--- config.mk ---
export PLATFORM = sky130hd
export DESIGN_NAME = tx_parallel_input_select
export DESIGN_NICKNAME = d
export VERILOG_FILES = /design/src/design/txsel_pkg.sv /design/src/design/char_skid_buffer.sv /design/src/design/tx_parallel_input_select.sv
export SDC_FILE = /design/constraint.sdc
export NUM_CORES = 2
export LEC_CHECK = 0
export BUFFER_PORTS_ARGS = -buffer_cell sky130_fd_sc_hd__buf_4
export CORE_MARGIN = 2
export CORE_UTILIZATION = 40
export CTS_CLUSTER_DIAMETER = 120
export CTS_CLUSTER_SIZE = 28
export DETAILED_ROUTE_END_ITERATION = 10
export HOLD_SLACK_MARGIN = 0.08
export PLACE_DENSITY_LB_ADDON = 0.08
export SYNTH_ARGS = -nofsm -noshare
export SYNTH_HDL_FRONTEND = slang
export SYNTH_HIERARCHICAL = 1
export SYNTH_SLANG_ARGS = --single-unit
--- constraint.sdc ---
create_clock -name pclk -period 5.4 [get_ports pclk]
set_input_delay 0.54 -clock pclk [delete_from_list [all_inputs] [get_ports pclk]]
set_output_delay 0.54 -clock pclk [all_outputs]
set_load 0.01 [all_outputs]
--- src/design/txsel_pkg.sv ---
/*
  package for the transmit parallel input selector: register map, field
  positions, reset values, pin vector layout, character kinds and codes.
  assumes nothing beyond a SystemVerilog compiler.
*/
package txsel_pkg;
  // register byte offsets on the apb bus
  localparam logic [7:0] CONFIG_OFS = 8'h00;
  localparam logic [7:0] STATUS_OFS = 8'h04;
  // config fields
  localparam int CFG_ENC_BIT = 0;
  localparam int CFG_QUEUE_BIT = 1;
  localparam int CFG_WIDTH_BIT = 2;
  localparam int CFG_CASCADE_BIT = 3;
  localparam int CFG_W = 4;
  localparam logic [3:0] CONFIG_RST = 4'hF;
  // status fields
  localparam int STAT_EMPTY_BIT = 16;
  localparam int STAT_FULL_BIT = 17;
  localparam int STAT_OVF_BIT = 18;
  // synchronised pin vector layout
  localparam int PIN_B8 = 8;
  localparam int PIN_B9 = 9;
  localparam int PIN_B10 = 10;
  localparam int PIN_B11 = 11;
  localparam int PIN_SCD = 12;
  localparam int PIN_WE = 13;
  localparam int PIN_STOP = 14;
  localparam int PIN_W = 15;
  // pulled-up lines reset high; write enable resets low, idle for the reset cascade timing
  localparam logic [14:0] PIN_RST = 15'h5FFF;
  // kind of character handed to the encoder
  typedef enum logic [1:0] {
    KIND_DATA = 2'b00,
    KIND_SPECIAL = 2'b01,
    KIND_RAW = 2'b10
  } char_kind_e;
  // special codes as byte {y,x} for cx.y
  localparam logic [7:0] IDLE_CODE = 8'h05;
  localparam logic [7:0] VIOL_CODE = 8'hE0;
  // flag decode table, entry {kind[1:0], use_code, code[7:0]}, index {scd,svs,soc}
  localparam int TBL_W = 11;
  localparam logic [87:0] FLAG_TABLE = {
    11'h3E0, 11'h3E0, 11'h200, 11'h200,
    11'h3E0, 11'h3E0, 11'h000, 11'h000
  };
  // buffer word {frame_start, kind[1:0], code[11:0]}
  localparam int BUF_W = 15;
endpackage

--- src/design/char_skid_buffer.sv ---
/*
  two-entry buffer with valid and ready on both sides; outputs come from
  the head register. assumes both sides run on the same clock.
*/
`timescale 1ns/10ps
module char_skid_buffer #(
  parameter int WIDTH = 15
) (
  // clock and reset
  input wire logic pclk,
  input wire logic presetn,
  // filling side
  input wire logic in_valid,
  input wire logic [WIDTH-1:0] in_data,
  output logic in_ready,
  // draining side
  output logic out_valid,
  output logic [WIDTH-1:0] out_data,
  input wire logic out_ready
);
  logic spare_valid_r;
  logic [WIDTH-1:0] spare_r;
  logic push;
  logic pop;

  // handshakes, ready only while the spare slot is free
  assign in_ready = !spare_valid_r;
  assign push = in_valid && in_ready;
  assign pop = out_valid && out_ready;

  // head refills from the spare first so order is kept
  always_ff @(posedge pclk or negedge presetn) begin
    if (!presetn) begin
      out_valid <= 1'b0;
      out_data <= '0;
      spare_valid_r <= 1'b0;
      spare_r <= '0;
    end else if (!out_valid || pop) begin
      if (spare_valid_r) begin
        out_valid <= 1'b1;
        out_data <= spare_r;
        spare_valid_r <= 1'b0;
      end else begin
        out_valid <= push;
        if (push) out_data <= in_data;
      end
    end else if (push) begin
      spare_valid_r <= 1'b1;
      spare_r <= in_data;
    end
  end

  // a stalled head word must not change
  hold_stall_a: assert property (@(posedge pclk) disable iff (!presetn)
    out_valid && !out_ready |=> out_valid && $stable(out_data))
    else $error("buffer head changed while stalled");
endmodule

--- src/design/tx_parallel_input_select.sv ---
/*
  transmit parallel input selector: maps the host transmit bus onto
  characters for the encoder, with an internal transmit queue, pause and
  stop handling, idle fill and an apb register port.
  assumes pclk is the transmit clock in queue mode and the reference clock
  in bypass mode; host pins are asynchronous and synchronised here.
*/
// Chosen here: the address map and the APB register port.
`timescale 1ns/10ps
import txsel_pkg::*;

// What this block does
// - encoder bypassed: bit 9 line is always the tenth character bit.
// - queue bypassed, encoder on: the pause/bit 9 line is ignored.
// - queue bypassed, encoder on, violation flag: drop the word, send c0.7.
// - encoder bypassed, 12-bit width: bit 10 line is the eleventh bit.
// - encoder bypassed, 8-bit width: bit 10 and bit 11 lines ignored.
// - queue and encoder on: cell start marks a packet's first character.
// - queue bypassed, encoder on: the cell start/bit 11 line is ignored.
// - 12-bit raw mode: bit 11 line is the character's top bit.
// - queue and encoder on: violation, cell start, special select decode together.
// - queue bypassed, encoder on: special select picks data or control.
// - encoder bypassed: special select input is ignored.
// - write enable high active in cascade timing, low active otherwise.
// - queue on and write enabled: load the bus every clock edge while the queue is not full.
// - no write, pause or stop: drain the queue, then send c5.0 idles.
// - pause asserted: send idles, keep accepting writes, resume after release.
// - queue bypassed: send the bus while enabled, c5.0 otherwise.
module tx_parallel_input_select #(
  parameter int DEPTH = 256,
  parameter logic [TBL_W*8-1:0] DECODE_TABLE = txsel_pkg::FLAG_TABLE
) (
  // apb slave
  input wire logic pclk,
  input wire logic presetn,
  input wire logic psel,
  input wire logic penable,
  input wire logic pwrite,
  input wire logic [7:0] paddr,
  input wire logic [31:0] pwdata,
  output logic [31:0] prdata,
  output logic pready,
  output logic pslverr,
  // host transmit pins
  input wire logic [7:0] transmit_word,
  input wire logic transmit_bit8,
  input wire logic transmit_pause_n,
  input wire logic send_violation_flag,
  input wire logic cell_start_flag,
  input wire logic special_or_data_select,
  input wire logic transmit_write_enable,
  input wire logic cell_stop_request_n,
  // characters toward the encoder
  output logic char_valid,
  output logic [11:0] char_code,
  output txsel_pkg::char_kind_e char_kind,
  output logic char_frame_start,
  input wire logic char_ready
);
  localparam int AW = $clog2(DEPTH);

  logic [PIN_W-1:0] pins_s1_r;
  logic [PIN_W-1:0] pins_s2_r;
  logic [CFG_W-1:0] config_r;
  logic overflow_r;
  logic [11:0] queue_mem [DEPTH];
  logic [DEPTH-1:0] queue_scd_r;
  logic [AW-1:0] wr_ptr_r;
  logic [AW-1:0] rd_ptr_r;
  logic [AW:0] count_r;
  logic armed_r;
  logic held_r;

  // table lookup, used for the queue path
  function automatic logic [TBL_W-1:0] table_entry(input logic [2:0] idx);
    table_entry = DECODE_TABLE[idx*TBL_W +: TBL_W];
  endfunction

  // raw character assembly shared by both paths
  function automatic logic [11:0] raw_char(input logic [11:0] w, input logic width8);
    raw_char = width8 ? {2'b00, w[9:0]} : w;
  endfunction

  // host pins pass two flip-flops before any use
  always_ff @(posedge pclk or negedge presetn) begin
    if (!presetn) begin
      pins_s1_r <= PIN_RST;
      pins_s2_r <= PIN_RST;
    end else begin
      pins_s1_r <= {cell_stop_request_n, transmit_write_enable, special_or_data_select,
                    cell_start_flag, send_violation_flag, transmit_pause_n,
                    transmit_bit8, transmit_word};
      pins_s2_r <= pins_s1_r;
    end
  end

  // configuration decode
  wire enc_on = config_r[CFG_ENC_BIT];
  wire queue_on = config_r[CFG_QUEUE_BIT];
  wire width8 = config_r[CFG_WIDTH_BIT];
  wire cascade = config_r[CFG_CASCADE_BIT];
  wire [11:0] pin_word = pins_s2_r[11:0];
  wire pin_scd = pins_s2_r[PIN_SCD];
  wire we_act = cascade ? pins_s2_r[PIN_WE] : !pins_s2_r[PIN_WE];
  wire stop_act = !pins_s2_r[PIN_STOP];

  // queue state
  wire q_empty = (count_r == '0);
  wire q_full = (count_r == (AW+1)'(DEPTH));
  wire [11:0] head = queue_mem[rd_ptr_r];
  wire head_scd = queue_scd_r[rd_ptr_r];
  wire head_soc = head[PIN_B11];
  wire buf_ready;

  // pause line is data when the encoder is bypassed; stop then acts as pause
  function automatic logic head_pause_n();
    head_pause_n = pins_s2_r[PIN_B9];
  endfunction
  wire pause_act = enc_on ? !head_pause_n() : stop_act;
  wire soc_block = enc_on && stop_act && head_soc && !armed_r;
  wire q_wr = queue_on && we_act && !q_full;
  wire q_rd = queue_on && buf_ready && !q_empty && !pause_act && !soc_block;

  // queue path: table for encoded, raw for bypassed, idle when nothing read
  wire [TBL_W-1:0] tbl = table_entry({head_scd, head[PIN_B10], head_soc});
  wire [11:0] q_tbl_code = tbl[8] ? {4'h0, tbl[7:0]} : {4'h0, head[7:0]};
  wire [11:0] q_code = !q_rd ? {4'h0, IDLE_CODE} :
                       enc_on ? q_tbl_code : raw_char(head, width8);
  wire [1:0] q_kind = !q_rd ? KIND_SPECIAL : enc_on ? tbl[10:9] : KIND_RAW;
  wire q_frame = q_rd && enc_on && head_soc;

  // bypass path: bits 9 and 11 unused with the encoder on
  wire [11:0] b_enc_code = pins_s2_r[PIN_B10] ? {4'h0, VIOL_CODE} :
                           {4'h0, pin_word[7:0]};
  wire [1:0] b_enc_kind = (pins_s2_r[PIN_B10] || pin_scd) ? KIND_SPECIAL : KIND_DATA;
  wire [11:0] b_code = !we_act ? {4'h0, IDLE_CODE} :
                       enc_on ? b_enc_code : raw_char(pin_word, width8);
  wire [1:0] b_kind = !we_act ? KIND_SPECIAL : enc_on ? b_enc_kind : KIND_RAW;

  // one character offered to the buffer every cycle
  wire [BUF_W-1:0] buf_in = queue_on ? {q_frame, q_kind, q_code} : {1'b0, b_kind, b_code};
  wire [BUF_W-1:0] buf_out;
  wire [1:0] kind_bits;

  char_skid_buffer #(
    .WIDTH(BUF_W)
  ) u_buf (
    .pclk(pclk),
    .presetn(presetn),
    .in_valid(1'b1),
    .in_data(buf_in),
    .in_ready(buf_ready),
    .out_valid(char_valid),
    .out_data(buf_out),
    .out_ready(char_ready)
  );
  assign char_frame_start = buf_out[14];
  assign kind_bits = buf_out[13:12];
  assign char_kind = char_kind_e'(kind_bits);
  assign char_code = buf_out[11:0];

  // queue storage, no reset on the array
  always_ff @(posedge pclk) begin
    if (q_wr) queue_mem[wr_ptr_r] <= pin_word;
  end

  // queue pointers, level, special select column
  always_ff @(posedge pclk or negedge presetn) begin
    if (!presetn) begin
      wr_ptr_r <= '0;
      rd_ptr_r <= '0;
      count_r <= '0;
      queue_scd_r <= '0;
    end else begin
      if (q_wr) wr_ptr_r <= (wr_ptr_r == AW'(DEPTH-1)) ? '0 : wr_ptr_r + 1'b1;
      if (q_wr) queue_scd_r[wr_ptr_r] <= pin_scd;
      if (q_rd) rd_ptr_r <= (rd_ptr_r == AW'(DEPTH-1)) ? '0 : rd_ptr_r + 1'b1;
      count_r <= count_r + (AW+1)'(q_wr) - (AW+1)'(q_rd);
    end
  end

  // stop on cell start: one more cell after stop is released and reasserted
  always_ff @(posedge pclk or negedge presetn) begin
    if (!presetn) begin
      held_r <= 1'b0;
      armed_r <= 1'b0;
    end else begin
      if (soc_block) held_r <= 1'b1;
      else if (armed_r) held_r <= 1'b0;
      if (!stop_act && held_r) armed_r <= 1'b1;
      else if (q_rd && stop_act && head_soc) armed_r <= 1'b0;
    end
  end

  // apb decode
  wire setup = psel && !penable;
  wire access = psel && penable && pready;
  wire hit_cfg = (paddr == CONFIG_OFS);
  wire hit_stat = (paddr == STATUS_OFS);
  wire ovf_set = queue_on && we_act && q_full;
  wire ovf_clr = access && pwrite && hit_stat && pwdata[STAT_OVF_BIT];
  wire [31:0] stat_word = {13'h0000, overflow_r, q_full, q_empty, 7'h00, count_r};
  wire [31:0] rd_word = hit_cfg ? {28'h0000000, config_r} : hit_stat ? stat_word : 32'h00000000;

  // apb answers one cycle after setup; overflow set wins over clear
  always_ff @(posedge pclk or negedge presetn) begin
    if (!presetn) begin
      pready <= 1'b0;
      pslverr <= 1'b0;
      prdata <= '0;
      config_r <= CONFIG_RST;
      overflow_r <= 1'b0;
    end else begin
      pready <= setup;
      pslverr <= setup && !hit_cfg && !hit_stat;
      if (setup && !pwrite) prdata <= rd_word;
      if (access && pwrite && hit_cfg) config_r <= pwdata[CFG_W-1:0];
      if (ovf_set) overflow_r <= 1'b1;
      else if (ovf_clr) overflow_r <= 1'b0;
    end
  end

  // checks
  queue_load_a: assert property (@(posedge pclk) disable iff (!presetn)
    q_wr && !q_rd |=> count_r == $past(count_r) + 1'b1)
    else $error("enabled write did not load the queue");
  pause_hold_a: assert property (@(posedge pclk) disable iff (!presetn)
    queue_on && enc_on && !pins_s2_r[PIN_B9] |-> !q_rd)
    else $error("queue read while paused");
  idle_fill_a: assert property (@(posedge pclk) disable iff (!presetn)
    queue_on && q_empty && buf_ready && !char_valid |=>
    char_valid && char_kind == KIND_SPECIAL && char_code == {4'h0, IDLE_CODE})
    else $error("empty queue did not send idle");
  viol_send_a: assert property (@(posedge pclk) disable iff (!presetn)
    !queue_on && enc_on && we_act && pins_s2_r[PIN_B10] |-> buf_in[11:0] == {4'h0, VIOL_CODE})
    else $error("violation request not sent as c0.7");
  narrow_raw_a: assert property (@(posedge pclk) disable iff (!presetn)
    buf_in[13:12] == KIND_RAW && width8 |-> buf_in[11:10] == 2'b00)
    else $error("upper raw bits used in 8-bit mode");
  raw_wide_a: assert property (@(posedge pclk) disable iff (!presetn)
    !queue_on && !enc_on && !width8 && we_act |-> buf_in[11:0] == pin_word)
    else $error("12-bit raw character wrong");
  scd_ignored_a: assert property (@(posedge pclk) disable iff (!presetn)
    !enc_on && !queue_on && we_act |-> buf_in[13:12] == KIND_RAW)
    else $error("special select used with encoder bypassed");
  bypass_idle_a: assert property (@(posedge pclk) disable iff (!presetn)
    !queue_on && !we_act |-> buf_in[11:0] == {4'h0, IDLE_CODE} && !q_wr)
    else $error("bypass without enable did not send c5.0");
  polarity_a: assert property (@(posedge pclk) disable iff (!presetn)
    queue_on && !q_full && (cascade != pins_s2_r[PIN_WE]) |-> !q_wr)
    else $error("write enable polarity wrong");
  frame_mark_a: assert property (@(posedge pclk) disable iff (!presetn)
    q_rd && enc_on && head_soc |-> buf_in[14])
    else $error("cell start not marked");
endmodule

==> metrics.txt <==
# TYPE chip_impl_metric gauge
chip_impl_info{name="run_status",value="complete, no violations"} 1
chip_impl_metric{name="synth-seq-cells",unit=""} 3436
chip_impl_metric{name="detail_route.wl_per_cell",unit="um"} 34.2
chip_impl_metric{name="ctsLongestPathBuffers",unit=""} 4
chip_impl_metric{name="dp.cells",unit=""} 10900
chip_impl_metric{name="dp.final_hpwl",unit="um"} 246000
chip_impl_metric{name="final_net_count",unit=""} 6695
chip_impl_metric{name="die_height",unit="um"} 585
chip_impl_metric{name="ant_nets",unit=""} 0
chip_impl_metric{name="worst-path-max-fanout",unit=""} 11
chip_impl_metric{name="place.port_buffers",unit=""} 63
chip_impl_metric{name="setup_viol_count_final",unit=""} 0
chip_impl_metric{name="syn_inst",unit=""} 6135
chip_impl_metric{name="p_leak",unit="uW"} 0.0473
chip_impl_metric{name="synth_async_sr_flop_share",unit="%"} 10.6
chip_impl_metric{name="drv_slew",unit=""} 0
chip_impl_metric{name="floorplan.initialDensity",unit="%"} 40.2
chip_impl_metric{name="final_cell_count_no_fill",unit=""} 11300
chip_impl_metric{name="clock_net_sink_count",unit=""} 3436
chip_impl_metric{name="yosysWarningCount",unit=""} 6
chip_impl_metric{name="fraction_of_layout_cells_with_a_size_suffix_above_1",unit="%"} 31.2
chip_impl_metric{name="placement_rows",unit=""} 213
chip_impl_metric{name="grt_pass1_wl",unit="um"} 537000
chip_impl_metric{name="highest_achievable_clock_rate",unit="GHz"} 0.191
chip_impl_metric{name="setup_tns",unit="ns"} 0
chip_impl_metric{name="detailedRoute.firstPassIterationCount",unit=""} 6
chip_impl_metric{name="clock_skew",unit="ns"} 0.0967
chip_impl_metric{name="number_of_enable_flip_flop_cells_after_synthesis",unit=""} 3072
chip_impl_metric{name="mappedNetlistArea",unit="mm2"} 0.135
chip_impl_metric{name="timing_hold_violations_final",unit=""} 0
chip_impl_metric{name="first_drt_iteration_drcs",unit=""} 7480
chip_impl_metric{name="worstMarginPinSlew",unit="ns"} 1.23
chip_impl_info{name="synthFlopType",value="edfxtp_1"} 1
chip_impl_metric{name="grt_max_degree",unit=""} 165
chip_impl_info{name="worstSetupStartpointType",value="register"} 1
chip_impl_metric{name="core-area",unit="mm2"} 0.336
chip_impl_metric{name="io_pins",unit=""} 111
chip_impl_metric{name="area_delta_synth_final",unit="%"} 10.3
chip_impl_metric{name="first_global_vias",unit=""} 66300
chip_impl_info{name="worstHoldPathType",value="in2async"} 1
chip_impl_info{name="crit_type",value="reg2reg"} 1
chip_impl_metric{name="grt_util_all_layers",unit="%"} 22.4
chip_impl_metric{name="gp_congestion",unit=""} 0.864
chip_impl_info{name="tritoncts",value="done"} 1
chip_impl_metric{name="slew-limit-headroom",unit="%"} 17.7
chip_impl_metric{name="layout_worst_path_cycle_share",unit="%"} 96.7
chip_impl_metric{name="cp_data_required_time",unit="ns"} 6.21
chip_impl_metric{name="cts_max_level",unit=""} 4
chip_impl_metric{name="initial_antenna_violation_count",unit=""} 14
chip_impl_info{name="clock_tree.root_cell",value="clkbuf_16"} 1
chip_impl_metric{name="cts_bufs_inserted",unit=""} 148
chip_impl_metric{name="worst_ep_arrival",unit="ns"} 6.03
chip_impl_metric{name="clk_latency",unit="ns"} 0.91
chip_impl_metric{name="final_core_utilization",unit="%"} 44.3
chip_impl_metric{name="count_of_unresolved_drc_violations_after_routing",unit=""} 0
chip_impl_metric{name="cellPowerDensity",unit="mW/mm2"} 299
chip_impl_metric{name="floorplan.die_area",unit="mm2"} 0.342
chip_impl_metric{name="vias",unit=""} 65000
chip_impl_metric{name="grt_remaining_overflow",unit=""} 0
chip_impl_metric{name="period_needed",unit="ns"} 5.22
chip_impl_info{name="cp_capture_type",value="register"} 1
chip_impl_metric{name="postRouteWirelength",unit="um"} 385000
chip_impl_metric{name="max_cap_violations",unit=""} 0
chip_impl_metric{name="detail_route.vias_per_cell",unit=""} 5.78
chip_impl_metric{name="vdd_drop_max",unit="uV"} 226
chip_impl_metric{name="postSynthAreaPerCell",unit="um2"} 22.0
chip_impl_metric{name="sequential_element_share_of_the_synthesized_area",unit="%"} 75.1
chip_impl_metric{name="clkTransAtPathRegs",unit="ns"} 0.11
chip_impl_metric{name="die_w",unit="um"} 585
chip_impl_metric{name="synth.lib_cells_used.distinct",unit=""} 88
## report_power, final
part,leakage [uW],internal [uW],switching [uW]
Combinational,0.0127,649,957
Clock,0.00209,5480,8340
Sequential,0.0325,29000,154
Total,0.0473,35200,9450
## layout by cell type (no fill, tap or decap), types with 64 or more instances in the layout
cell	instances
mux2i_1	111
mux2_2	283
nor2_1	294
a22oi_1	83
clkbuf_16	156
clkbuf_1	96
dfrtp_1	326
mux4_2	885
a21oi_1	64
edfxtp_1	3072
buf_4	588
nand2_1	122
## registers in the layout (all words and copies together), names as in the netlist, 4 cells and up
signal / count
pins_s1_r: 15
u_buf/spare_r: 15
count_r: 9
wr_ptr_r: 8
queue_mem: 3072
rd_ptr_r: 8
pins_s2_r: 15
queue_scd_r: 256
u_buf/out_data: 15
config_r: 4
prdata: 12
## cell families after synthesis
kind of cell	count (synthesis)	synth area share, %
AND/OR/NAND/NOR	557	1.79
other	2	0.00556
XOR/XNOR	19	0.123
multiplexers	1355	19.1
buffers and inverters	400	1.91
AO/OA/AOI/OAI	349	1.85
adder cells (fa/ha/maj)	17	0.163
flip-flops	3436	75.1
## metal layers
layer  track usage (%)  up-vias  wire length [um]  share of wire [%]
li1                  -    26400                 -                  -
met3              2.52      398             20500                5.3
met5                 0        -                13             0.0034
met2              36.4     1961            186000                 48
met1              32.1    36300            168000                 44
met4              6.13        2             11200                2.9
## area by class of cell
class	count	area [um2]
fill	28900	187000
clock inverter	14	200
clock buffer	249	4190
tap	4515	5650
antenna	8	20.0
multi-input combinational	2319	31400
sequential	3436	101000
inverter	28	113
timing repair buffer	684	6030
## worst paths after layout
kind / start / end / slack (ns) / cells past startpoint
worst max-delay path: rd_ptr_r[0] / count_r[8] / 0.18 / 25
worst min-delay path: presetn / count_r[6] / 0.21 / 2
worst max register to register: rd_ptr_r[0] / count_r[8] / 0.18 / 25
worst min register to register: pins_s1_r[11] / pins_s2_r[11] / 0.33 / 0
max in group asynchronous: presetn / queue_scd_r[185] / 3.61 / 3
min in group pclk: paddr[3] / config_r[3] / 0.22 / 5
## what timing repair did
item	CTS	global route
gates resized for setup	6	11
gates cloned	0	2
hold buffers	29	0
endpoints found under the setup margin	4	1
setup buffers	2	4
hold endpoints to repair	98	0
pin swaps	2	9
## cells in the mapped netlist (5+ instances only)
cell	count	area [um2]
clkbuf_4	5	37.5
buf_8	12	180
a221oi_1	28	245
o21ai_0	34	170
o31ai_1	15	113
buf_6	56	631
nand2_1	134	503
nor3_1	12	60.1
mux4_2	884	19900
and2_1	11	68.8
nor2_1	298	1120
buf_12	9	180
inv_1	24	90.1
a31oi_1	12	75.1
nand3_1	36	180
buf_1	21	78.8
nor4_1	8	50.1
clkbuf_1	143	537
edfxtp_1	3072	92200
mux2_4	20	300
ha_1	16	200
buf_2	59	295
a221o_1	5	50.1
mux4_1	44	1160
xnor2_1	13	114
nand4_1	9	56.3
buf_4	65	488
nand3b_1	5	37.5
xor2_1	6	52.6
a21oi_1	64	320
dfstp_2	32	841
mux2_1	13	146
mux2_2	283	3190
o22ai_1	20	125
nor2b_1	16	100
a22oi_1	84	631
a211oi_1	8	60.1
o221ai_1	9	78.8
dfrtp_1	332	8310
mux2i_1	111	1110
a22o_1	31	272
## stage by stage
step	area (um2)	power, uW	setup slack [ns]	hold WS, ns
floorplan	135000	30800	0.132	0.244
global placement	144000	31300	-0.501	0.343
detailed placement	144000	31400	-0.442	0.346
CTS	149000	45100	0.0165	0.144
global route	149000	46000	-0.0215	0.246
finish	149000	44600	0.176	0.213
## critical path, stage by stage (launching register included)
cell      delay [ns]
dfrtp_4         0.47
buf_6           0.20
buf_12          0.18
mux4_1          0.57
a221o_1         0.36
a21oi_1         0.23
a311o_1         0.28
a221oi_4        0.16
buf_6           0.17
a211oi_4        0.35
buf_4           0.18
nand2_1         0.11
nand2_1         0.11
nand2_1         0.06
ha_1            0.21
inv_1           0.08
fa_2            0.22
inv_1           0.05
a21oi_1         0.15
nor2_1          0.08
o21ai_0         0.21
a21oi_1         0.13
o21ai_0         0.17
a21oi_1         0.10
nor2_1          0.12
xnor2_1         0.13
No activity file was read; power rests on OpenSTA's default activity.
